File: config.mk
export PLATFORM = sky130hd
export DESIGN_NAME = pcs_top
export DESIGN_NICKNAME = d
export VERILOG_FILES = /design/src/shared/pcs_pkg.sv /design/src/logic/pcs_count_timer.sv /design/src/logic/pcs_top.sv
export VERILOG_INCLUDE_DIRS = /design/src /design/src/shared
export SDC_FILE = /design/constraint.sdc
export NUM_CORES = 1
export LEC_CHECK = 0
export BUFFER_PORTS_ARGS = -buffer_cell sky130_fd_sc_hd__buf_4
export CAP_MARGIN = 20
export CORE_UTILIZATION = 45
export CTS_CLUSTER_DIAMETER = 200
export DETAILED_ROUTE_END_ITERATION = 6
export GPL_TIMING_DRIVEN = 0
export PLACE_DENSITY = 0.74
export SLEW_MARGIN = 20
export SYNTH_ARGS = -nofsm -noshare
export SYNTH_HDL_FRONTEND = slang
export SYNTH_SLANG_ARGS = --single-unit
File: constraint.sdc
create_clock -name clk_in -period 4.77 [get_ports clk_in]
set_input_delay 0.954 -clock clk_in [delete_from_list [all_inputs] [get_ports clk_in]]
set_output_delay 0.954 -clock clk_in [all_outputs]
set_load 0.05 [all_outputs]
File: src/shared/pcs_defs.svh
// Offsets, field positions, reset values and counts of the PLL control block
`ifndef PCS_DEFS_SVH
`define PCS_DEFS_SVH

// ==========================================================
// I/O map offsets (word addresses on the I/O space)
`define PCS_OFS_CTL_STATUS 16'h1C80
`define PCS_OFS_MULTIPLIER 16'h1C88
`define PCS_OFS_PRESCALER 16'h1C8A

// ==========================================================
// Control/status register fields
`define PCS_BIT_STABLE 6
`define PCS_BIT_LOCK 5
`define PCS_BIT_LOOP_RESET 3
`define PCS_BIT_OSC_SLEEP 2
`define PCS_BIT_LOOP_SLEEP 1
`define PCS_BIT_MODE_SEL 0

// ==========================================================
// Multiplier and prescaler fields
`define PCS_FIELD_LSB 0
`define PCS_FIELD_MSB 4
`define PCS_BIT_PRE_ENABLE 15
`define PCS_MULT_MIN 5'h02
`define PCS_MULT_MAX 5'h0F

// ==========================================================
// Reset values
`define PCS_RST_STABLE 1'b1
`define PCS_RST_LOCK 1'b0
`define PCS_RST_LOOP_RESET 1'b1
`define PCS_RST_OSC_SLEEP 1'b0
`define PCS_RST_LOOP_SLEEP 1'b0
`define PCS_RST_MODE_SEL 1'b0
`define PCS_RST_MULT 5'h00
`define PCS_RST_PRE_ENABLE 1'b1
`define PCS_RST_PRE_RATIO 5'h00

// ==========================================================
// Timing counts in reference clock cycles
`define PCS_OSC_START_CYCLES 41032
`define PCS_LOCK_CYCLES 2000

`endif

File: src/shared/pcs_pkg.sv
// Types shared by the PLL control block modules
`default_nettype none

package pcs_pkg;

    // ==========================================================
    // Timer state
    typedef struct packed {
        logic [31:0] cnt;
        logic done;
    } pcs_timer_state_t;

    // ==========================================================
    // Control block state
    typedef struct packed {
        logic [1:0] tst_sync;
        logic [1:0] dis_sync;
        logic loop_reset;
        logic osc_ctl;
        logic osc_asleep;
        logic loop_sleep;
        logic mode_sel;
        logic [4:0] mult;
        logic mult_ok;
        logic pre_en;
        logic [4:0] pre_ratio;
        logic [4:0] pre_cnt;
        logic pre_tick;
        logic stable;
        logic lock;
        logic [15:0] rdata;
        logic rvalid;
    } pcs_state_t;

endpackage

`default_nettype wire

File: src/logic/pcs_count_timer.sv
// Restartable up-counter that flags when a cycle count has elapsed
`default_nettype none

module pcs_count_timer
    import pcs_pkg::*;
#(
    parameter int COUNT = 1000
) (
    input wire logic clk_in,
    input wire logic rst_n_in,
    input wire logic clear_in,
    input wire logic run_in,
    output logic done_out
);

    // ==========================================================
    // Parameter check
    generate
        if (COUNT < 1) begin : g_bad_count
            $error("pcs_count_timer: COUNT must be at least 1");
        end
    endgenerate

    localparam logic [31:0] COUNT_W = 32'(COUNT);

    pcs_timer_state_t st_q;
    pcs_timer_state_t st_d;

    // ==========================================================
    // Next state: clear wins, then count while running
    always_comb begin
        st_d = st_q;
        if (clear_in) begin
            st_d.cnt = 32'h0000_0000;
            st_d.done = 1'b0;
        end else if (run_in && !st_q.done) begin
            st_d.cnt = st_q.cnt + 32'h0000_0001;
            if (st_d.cnt == COUNT_W) begin
                st_d.done = 1'b1;
            end
        end
    end

    // State register
    always_ff @(posedge clk_in or negedge rst_n_in) begin
        if (!rst_n_in) begin
            st_q <= '0;
        end else begin
            st_q <= st_d;
        end
    end

    assign done_out = st_q.done;

endmodule

`default_nettype wire

File: src/logic/pcs_top.sv
// PLL control/status, multiplier and prescaler registers with their control logic
//
// Contract
// Stable flag at bit 6 reads 0 until start-up counter reaches 41,032 cycles.
// Stable reads 1 when counter done, counter disabled, or test mode; resets 1.
// Lock flag at bit 5, reset 0, set once loop locked at set frequency.
// Loop reset control at bit 3, read/write, resets to 1 (held in reset).
// Oscillator sleep bit 2; with option bit 0, sleep waits for idle flag.
// With option bit 1, oscillator sleeps at once when sleep bit is written 1.
// Loop sleep bit 1, reset 0; 1 powers the loop down.
// Mode select bit 0 resets 0: bypass, system clocks from reference clock.
// Mode select 1: system clocks derived from loop output through divider one.
// Multiplier field bits 4:0, reset 0; codes 2..15 multiply, others reserved.
// Reserved bits read zero and ignore writes in all three registers.
// Prescaler enable at bit 15 of prescaler register, reset 1.
// Prescaler register sets ratio of divider dividing reference ahead of loop.
// Prescaler ratio bits 4:0 divide by code plus one, 1 to 32.
// Software: bypass, reset, set values, wait 1 us, release, await lock, select.
// Lock flag clears while loop is reset or asleep; sets after relock.
`default_nettype none
`include "pcs_defs.svh"

module pcs_top
    import pcs_pkg::*;
#(
    parameter int OSC_START_CYCLES = `PCS_OSC_START_CYCLES,
    parameter int LOCK_CYCLES = `PCS_LOCK_CYCLES
) (
    input wire logic clk_in,
    input wire logic rst_n_in,
    input wire logic [15:0] io_addr_in,
    input wire logic io_wr_in,
    input wire logic io_rd_in,
    input wire logic [15:0] io_wdata_in,
    input wire logic clock_mode_option_bit_in,
    input wire logic clockgen_idle_flag_in,
    input wire logic test_mode_in,
    input wire logic osc_count_disable_in,
    output logic [15:0] io_rdata_out,
    output logic io_rvalid_out,
    output logic loop_reset_out,
    output logic loop_sleep_out,
    output logic osc_sleep_out,
    output logic loop_mode_select_out,
    output logic [4:0] loop_multiplier_out,
    output logic multiplier_legal_out,
    output logic prescaler_enable_out,
    output logic [4:0] prescaler_ratio_out,
    output logic prescaler_tick_out,
    output logic lock_flag_out,
    output logic osc_stable_out
);

    // ==========================================================
    // Parameter checks
    generate
        if (OSC_START_CYCLES < 1) begin : g_bad_osc
            $error("pcs_top: OSC_START_CYCLES must be at least 1");
        end
        if (LOCK_CYCLES < 1) begin : g_bad_lock
            $error("pcs_top: LOCK_CYCLES must be at least 1");
        end
    endgenerate

    pcs_state_t st_q;
    pcs_state_t st_d;

    logic osc_done;
    logic lock_done;
    logic lock_clear;
    logic sel_csr;
    logic sel_mult;
    logic sel_pre;
    logic [15:0] csr_view;
    logic [15:0] mult_view;
    logic [15:0] pre_view;

    // ==========================================================
    // Oscillator start-up counter
    // Restarts while the oscillator sleeps, so a wake-up waits again
    pcs_count_timer #(
        .COUNT(OSC_START_CYCLES)
    ) u_osc_timer (
        .clk_in(clk_in),
        .rst_n_in(rst_n_in),
        .clear_in(st_q.osc_asleep),
        .run_in(1'b1),
        .done_out(osc_done)
    );

    // ==========================================================
    // Loop lock acquisition timer
    // Held clear while the loop is reset, asleep or without reference
    assign lock_clear = st_q.loop_reset | st_q.loop_sleep | st_q.osc_asleep;

    pcs_count_timer #(
        .COUNT(LOCK_CYCLES)
    ) u_lock_timer (
        .clk_in(clk_in),
        .rst_n_in(rst_n_in),
        .clear_in(lock_clear),
        .run_in(1'b1),
        .done_out(lock_done)
    );

    // ==========================================================
    // Address decode
    assign sel_csr = (io_addr_in == `PCS_OFS_CTL_STATUS);
    assign sel_mult = (io_addr_in == `PCS_OFS_MULTIPLIER);
    assign sel_pre = (io_addr_in == `PCS_OFS_PRESCALER);

    // ==========================================================
    // Read views; unlisted bits stay zero
    always_comb begin
        csr_view = 16'h0000;
        csr_view[`PCS_BIT_STABLE] = st_q.stable;
        csr_view[`PCS_BIT_LOCK] = st_q.lock;
        csr_view[`PCS_BIT_LOOP_RESET] = st_q.loop_reset;
        csr_view[`PCS_BIT_OSC_SLEEP] = st_q.osc_ctl;
        csr_view[`PCS_BIT_LOOP_SLEEP] = st_q.loop_sleep;
        csr_view[`PCS_BIT_MODE_SEL] = st_q.mode_sel;
    end

    always_comb begin
        mult_view = 16'h0000;
        mult_view[`PCS_FIELD_MSB:`PCS_FIELD_LSB] = st_q.mult;
    end

    always_comb begin
        pre_view = 16'h0000;
        pre_view[`PCS_BIT_PRE_ENABLE] = st_q.pre_en;
        pre_view[`PCS_FIELD_MSB:`PCS_FIELD_LSB] = st_q.pre_ratio;
    end

    // ==========================================================
    // Next state of the whole block
    always_comb begin
        st_d = st_q;

        // Pin synchronisers; first stage feeds only the second
        st_d.tst_sync = {st_q.tst_sync[0], test_mode_in};
        st_d.dis_sync = {st_q.dis_sync[0], osc_count_disable_in};

        // Control/status writes; read-only and reserved bits dropped
        if (io_wr_in && sel_csr) begin
            st_d.loop_reset = io_wdata_in[`PCS_BIT_LOOP_RESET];
            st_d.osc_ctl = io_wdata_in[`PCS_BIT_OSC_SLEEP];
            st_d.loop_sleep = io_wdata_in[`PCS_BIT_LOOP_SLEEP];
            st_d.mode_sel = io_wdata_in[`PCS_BIT_MODE_SEL];
        end

        // Multiplier writes; upper bits dropped
        if (io_wr_in && sel_mult) begin
            st_d.mult = io_wdata_in[`PCS_FIELD_MSB:`PCS_FIELD_LSB];
        end

        // Prescaler writes; bits 14:5 dropped
        if (io_wr_in && sel_pre) begin
            st_d.pre_en = io_wdata_in[`PCS_BIT_PRE_ENABLE];
            st_d.pre_ratio = io_wdata_in[`PCS_FIELD_MSB:`PCS_FIELD_LSB];
        end

        // Multiplier legality: only codes 2 to 15 are usable
        st_d.mult_ok = (st_d.mult >= `PCS_MULT_MIN) && (st_d.mult <= `PCS_MULT_MAX);

        // Oscillator sleep: at once with option set, else on idle
        if (!st_d.osc_ctl) begin
            st_d.osc_asleep = 1'b0;
        end else if (clock_mode_option_bit_in) begin
            st_d.osc_asleep = 1'b1;
        end else if (clockgen_idle_flag_in) begin
            st_d.osc_asleep = 1'b1;
        end

        // Stable flag from start-up counter, disable pin or test mode
        st_d.stable = osc_done | st_q.dis_sync[1] | st_q.tst_sync[1];

        // Lock flag follows the timer, dropped at once on reset or sleep
        st_d.lock = lock_done & ~lock_clear & ~st_d.loop_reset & ~st_d.loop_sleep;

        // Prescaler divider: tick every ratio plus one cycles
        st_d.pre_tick = 1'b0;
        if (!st_q.pre_en) begin
            st_d.pre_cnt = 5'h00;
        end else if (st_q.pre_cnt >= st_q.pre_ratio) begin
            st_d.pre_cnt = 5'h00;
            st_d.pre_tick = 1'b1;
        end else begin
            st_d.pre_cnt = st_q.pre_cnt + 5'h01;
        end

        // Register reads answer one cycle later; unmapped reads give zero
        st_d.rvalid = io_rd_in;
        if (io_rd_in) begin
            if (sel_csr) begin
                st_d.rdata = csr_view;
            end else if (sel_mult) begin
                st_d.rdata = mult_view;
            end else if (sel_pre) begin
                st_d.rdata = pre_view;
            end else begin
                st_d.rdata = 16'h0000;
            end
        end
    end

    // ==========================================================
    // State register with documented reset values
    always_ff @(posedge clk_in or negedge rst_n_in) begin
        if (!rst_n_in) begin
            st_q <= '0;
            st_q.loop_reset <= `PCS_RST_LOOP_RESET;
            st_q.osc_ctl <= `PCS_RST_OSC_SLEEP;
            st_q.loop_sleep <= `PCS_RST_LOOP_SLEEP;
            st_q.mode_sel <= `PCS_RST_MODE_SEL;
            st_q.mult <= `PCS_RST_MULT;
            st_q.pre_en <= `PCS_RST_PRE_ENABLE;
            st_q.pre_ratio <= `PCS_RST_PRE_RATIO;
            st_q.stable <= `PCS_RST_STABLE;
            st_q.lock <= `PCS_RST_LOCK;
        end else begin
            st_q <= st_d;
        end
    end

    // ==========================================================
    // Outputs straight from the state register
    assign io_rdata_out = st_q.rdata;
    assign io_rvalid_out = st_q.rvalid;
    assign loop_reset_out = st_q.loop_reset;
    assign loop_sleep_out = st_q.loop_sleep;
    assign osc_sleep_out = st_q.osc_asleep;
    assign loop_mode_select_out = st_q.mode_sel;
    assign loop_multiplier_out = st_q.mult;
    assign multiplier_legal_out = st_q.mult_ok;
    assign prescaler_enable_out = st_q.pre_en;
    assign prescaler_ratio_out = st_q.pre_ratio;
    assign prescaler_tick_out = st_q.pre_tick;
    assign lock_flag_out = st_q.lock;
    assign osc_stable_out = st_q.stable;

endmodule

`default_nettype wire

==> metrics.md <==
| Metric | Value |
|---|---|
| Status | completed |
| Tightest Pin Transition | 909 ps |
| TritonRoute pass-1 iters | 5 |
| Buf+Inv Stages, Crit Path | 1 |
| Clock Latency Late Sink | 360 ps |
| Cell class contributing the biggest share of worst-path delay | simple AND/OR/NAND/NOR gates |
| EDFF count, synth | 0 |
| WHS Endpoint | st_q[45]$_DFF_PN0_ |
| H-Tree Depth | 3 |
| Fin worst setup slack | 1610 ps |
| Peak supply drop | 0.170 mV |
| Synthesized area per cell | 9.13 um^2 |
| Top_reg_cell synth | dfrtp_1 |
| Core area | 13200 um^2 |
| DR vias/cell | 5.41 |
| Leak | 3.11 nW |
| Yosys warnings | 0 |
| Die Height | 118 um |
| CP cell instances | ha_1 > nand4_4 > or4_1 > buf_2 > or4b_1 > a21oi_1 > o22ai_1 > or4b_1 > o21ai_1 |
| Worst-path clk slew | 70 ps |
| Clock power frac | 0.384 |
| Net switching power | 539 uW |
| Antenna cells | 0 |
| Setup Buffers After CTS | 0 |
| Number of global-route vias before repair | 4839 |
| FF+latch count, synth | 104 |
| Die X-Extent | 118 um |
| Worst reg2reg path startpoint | u_lock_timer.st_q[1]$_DFFE_PN0P_ |
| Top cell type by total area after synthesis | dfrtp_1 |
| CTS Hold Bufs | 0 |
| Routed Antenna Nets | 0 |
| Comb power frac | 0.115 |
| Via count of the routed design | 5004 |
| Setup slack, reg-to-reg | 1610 ps |
| Initial antenna violation count | 0 |
| Pre-CTS WS | 1410 ps |
| Min-Delay Startpoint | st_d[45]$_DFF_PN0_ |
| Final wirelength | 13.4 mm |
| DR WL/cell | 14.5 um |
| Initial Utilization | 0.461 |
| Starting DRT DRC Count | 257 |
| Most frequent cells in the layout | dfrtp_1, nor2_1, buf_4 |
| Power Density | 280 nW/um^2 |
| # DRC | 0 |
| Top cell type's share of synthesized area | 0.414 |
| Largest net degree at the start of global routing | 105 |
| Mapped Area | 6110 um^2 |
| Share of flip-flops with an asynchronous set or reset | 1.00 |
| Clock Sinks | 104 |
| Cell variety after synth | 64 |
| PostCTS Resize Cnt | 0 |
| IO Port Bufs | 57 |
| Worst Path Max Fanout | 8 |
| Worst path most repeated cell | or4b_1 |
| TNS Setup | 0 ps |
| FMAX | 316 MHz |
| CP max-delay cell | or4_1 |
| Part of the Yosys area used for sequential elements | 0.427 |
| Top cells by area, synth | dfrtp_1, nor2_1, xnor2_1 |
| Hold Crit Class | reg -> reg |
| Worst reg2reg endpoint | u_lock_timer.done_out$_DFF_PN0_ |
| Global-route wire length before repair | 22.8 mm |
| Critical Path Sink Type | flip-flop |
| Endpoints failing hold | 0 |
| Unrepaired setup endpoints after global routing | no |
| Std cell rows | 42 |
| Worst rel slew slack | 0.389 |
| # nets final | 794 |
| CTS tree | yes |
| Critical path arrival | 3450 ps |
| WP data required | 5060 ps |
| Power Internal | 1.44 mW |
| Pins Over Slew Limit | 0 |
| Grt ovf | 0 |
| Switching Share | 0.272 |
| Area Growth Syn to Fin | 16.1% |
| Power Total | 1.98 mW |
| Post-DP HPWL | 9.78 mm |
| Synth Instances | 669 |
| Max incr delay on CP | 540 ps |
| # setup viols final | 0 |
| Full die area | 14000 um^2 |
| Period utilization | 0.662 |
| Clock period minus worst slack | 3160 ps |
| Register-to-Register Path Depth | 9 |
| Placer Congestion | 0.981 |
| I/O Pins | 76 |
| FILL cells | 1209 |
| Commonest non-fill, non-tap cell in the layout | dfrtp_1 |
| Proportion of layout cells with a drive suffix above 1 | 0.178 |
| Crit Path Class | reg -> reg |
| Worst Skew | 7.22 ps |
| Max Cap Viol | 0 |
| CTS Buf Count | 9 |
| Crit start category | flip-flop |
| Total GRT Usage | 0.201 |
| Hold Crit Depth | 0 |
| Maximum clock insertion buffer count | 2 |
| Clock root buffer master | clkbuf_16 |
| Flop pwr share | 0.501 |
## stage by stage
stage,hold WS (ps),cells,utilization,area (um^2)
after floorplan,331,676,-,6130
after global placement,350,909,0.512,6780
after detailed placement,346,909,0.512,6790
after CTS,362,925,0.535,7090
after global routing,374,925,0.535,7090
final,361,925,0.535,7090
## area by class of cell
| type | count | area, um^2 | share of cell area |
|---|---|---|---|
| sequential | 104 | 2610 | 0.368 |
| multi-input combinational | 491 | 3120 | 0.440 |
| inverter | 18 | 67.6 | 0.00953 |
| timing repair buffer | 57 | 432 | 0.0609 |
| buffer | 63 | 340 | 0.0480 |
| tap | 176 | 220 | 0.0311 |
| clock inverter | 6 | 76.3 | 0.0108 |
| clock buffer | 10 | 229 | 0.0323 |
## worst max-delay path by stage
| stage | startpoint | end | cells after the start |
|---|---|---|---|
| 6_report | u_lock_timer.st_q[1]$_DFFE_PN0P_ | u_lock_timer.done_out$_DFF_PN0_ | 9 |
| 5_1_grt | u_osc_timer.st_q[5]$_DFFE_PN0P_ | u_osc_timer.done_out$_DFF_PN0_ | 8 |
| 4_1_cts | u_lock_timer.st_q[1]$_DFFE_PN0P_ | u_lock_timer.done_out$_DFF_PN0_ | 9 |
| 3_5_place_dp | io_addr_in[15] | multiplier_legal_out$_DFF_PN0_ | 9 |
| 3_3_place_gp | io_addr_in[8] | multiplier_legal_out$_DFF_PN0_ | 9 |
| 2_1_floorplan | io_addr_in[15] | multiplier_legal_out$_DFF_PN0_ | 8 |
## state kept, by name, summed over array words and instances, names as in the netlist, 2 cells and up
name                 flops
u_lock_timer.st_q       32
u_osc_timer.st_q        32
io_rdata_out             8
st_q                     7
loop_multiplier_out      5
prescaler_ratio_out      5
st_d                     2
## kinds of logic (layout without fill, tap and decap cells)
| kind of cell | count (synthesis) | after routing | share of synthesized area |
|---|---|---|---|
| adders and majority gates | 10 | 10 | 0.0205 |
| AOI/OAI and AO/OA | 57 | 57 | 0.0621 |
| and+or+nand+nor | 313 | 313 | 0.266 |
| buffers and inverters | 81 | 154 | 0.0668 |
| xor gates and xnor gates | 76 | 76 | 0.109 |
| DFF | 104 | 104 | 0.427 |
| muxes | 27 | 27 | 0.0481 |
| other | 1 | 8 | 0.000614 |
## power groups by stage
stage                     clock [mW]  combinational [mW]  sequential (mW)
after floorplan                    0               0.161            0.997
after global placement             0               0.223             1.01
after detailed placement           0               0.231             1.01
after CTS                      0.775               0.231            0.992
after global routing           0.813               0.255             1.00
final                          0.760               0.229            0.993
## cells in the mapped netlist, drive strengths merged (2+ instances only)
library cell and number:
a21o 4, a21oi 11, a31oi 4, a32oi 2, a41oi 3, and2 4
and3 14, and4 7, and4b 3, buf 30, clkbuf 33, dfrtp 101
dfstp 3, ha 10, inv 18, mux2 19, mux2i 8, nand2 54
nand2b 3, nand3 35, nand3b 2, nand4 27, nand4b 2, nand4bb 2
nor2 99, nor2b 5, nor3 21, nor3b 3, nor4 12, nor4b 6
nor4bb 2, o21ai 14, o22ai 4, o31a 2, or3 6, or4b 2
xnor2 39, xor2 37
## routing by layer
layer	GRT usage	vias to the layer above	part of all wire
met5	0	-	0
met4	0.0941	0	0.021
met3	0.0328	25	0.042
met2	0.328	142	0.48
met1	0.263	2402	0.46
li1	-	2435	-
(Power assumes the default switching activity.)
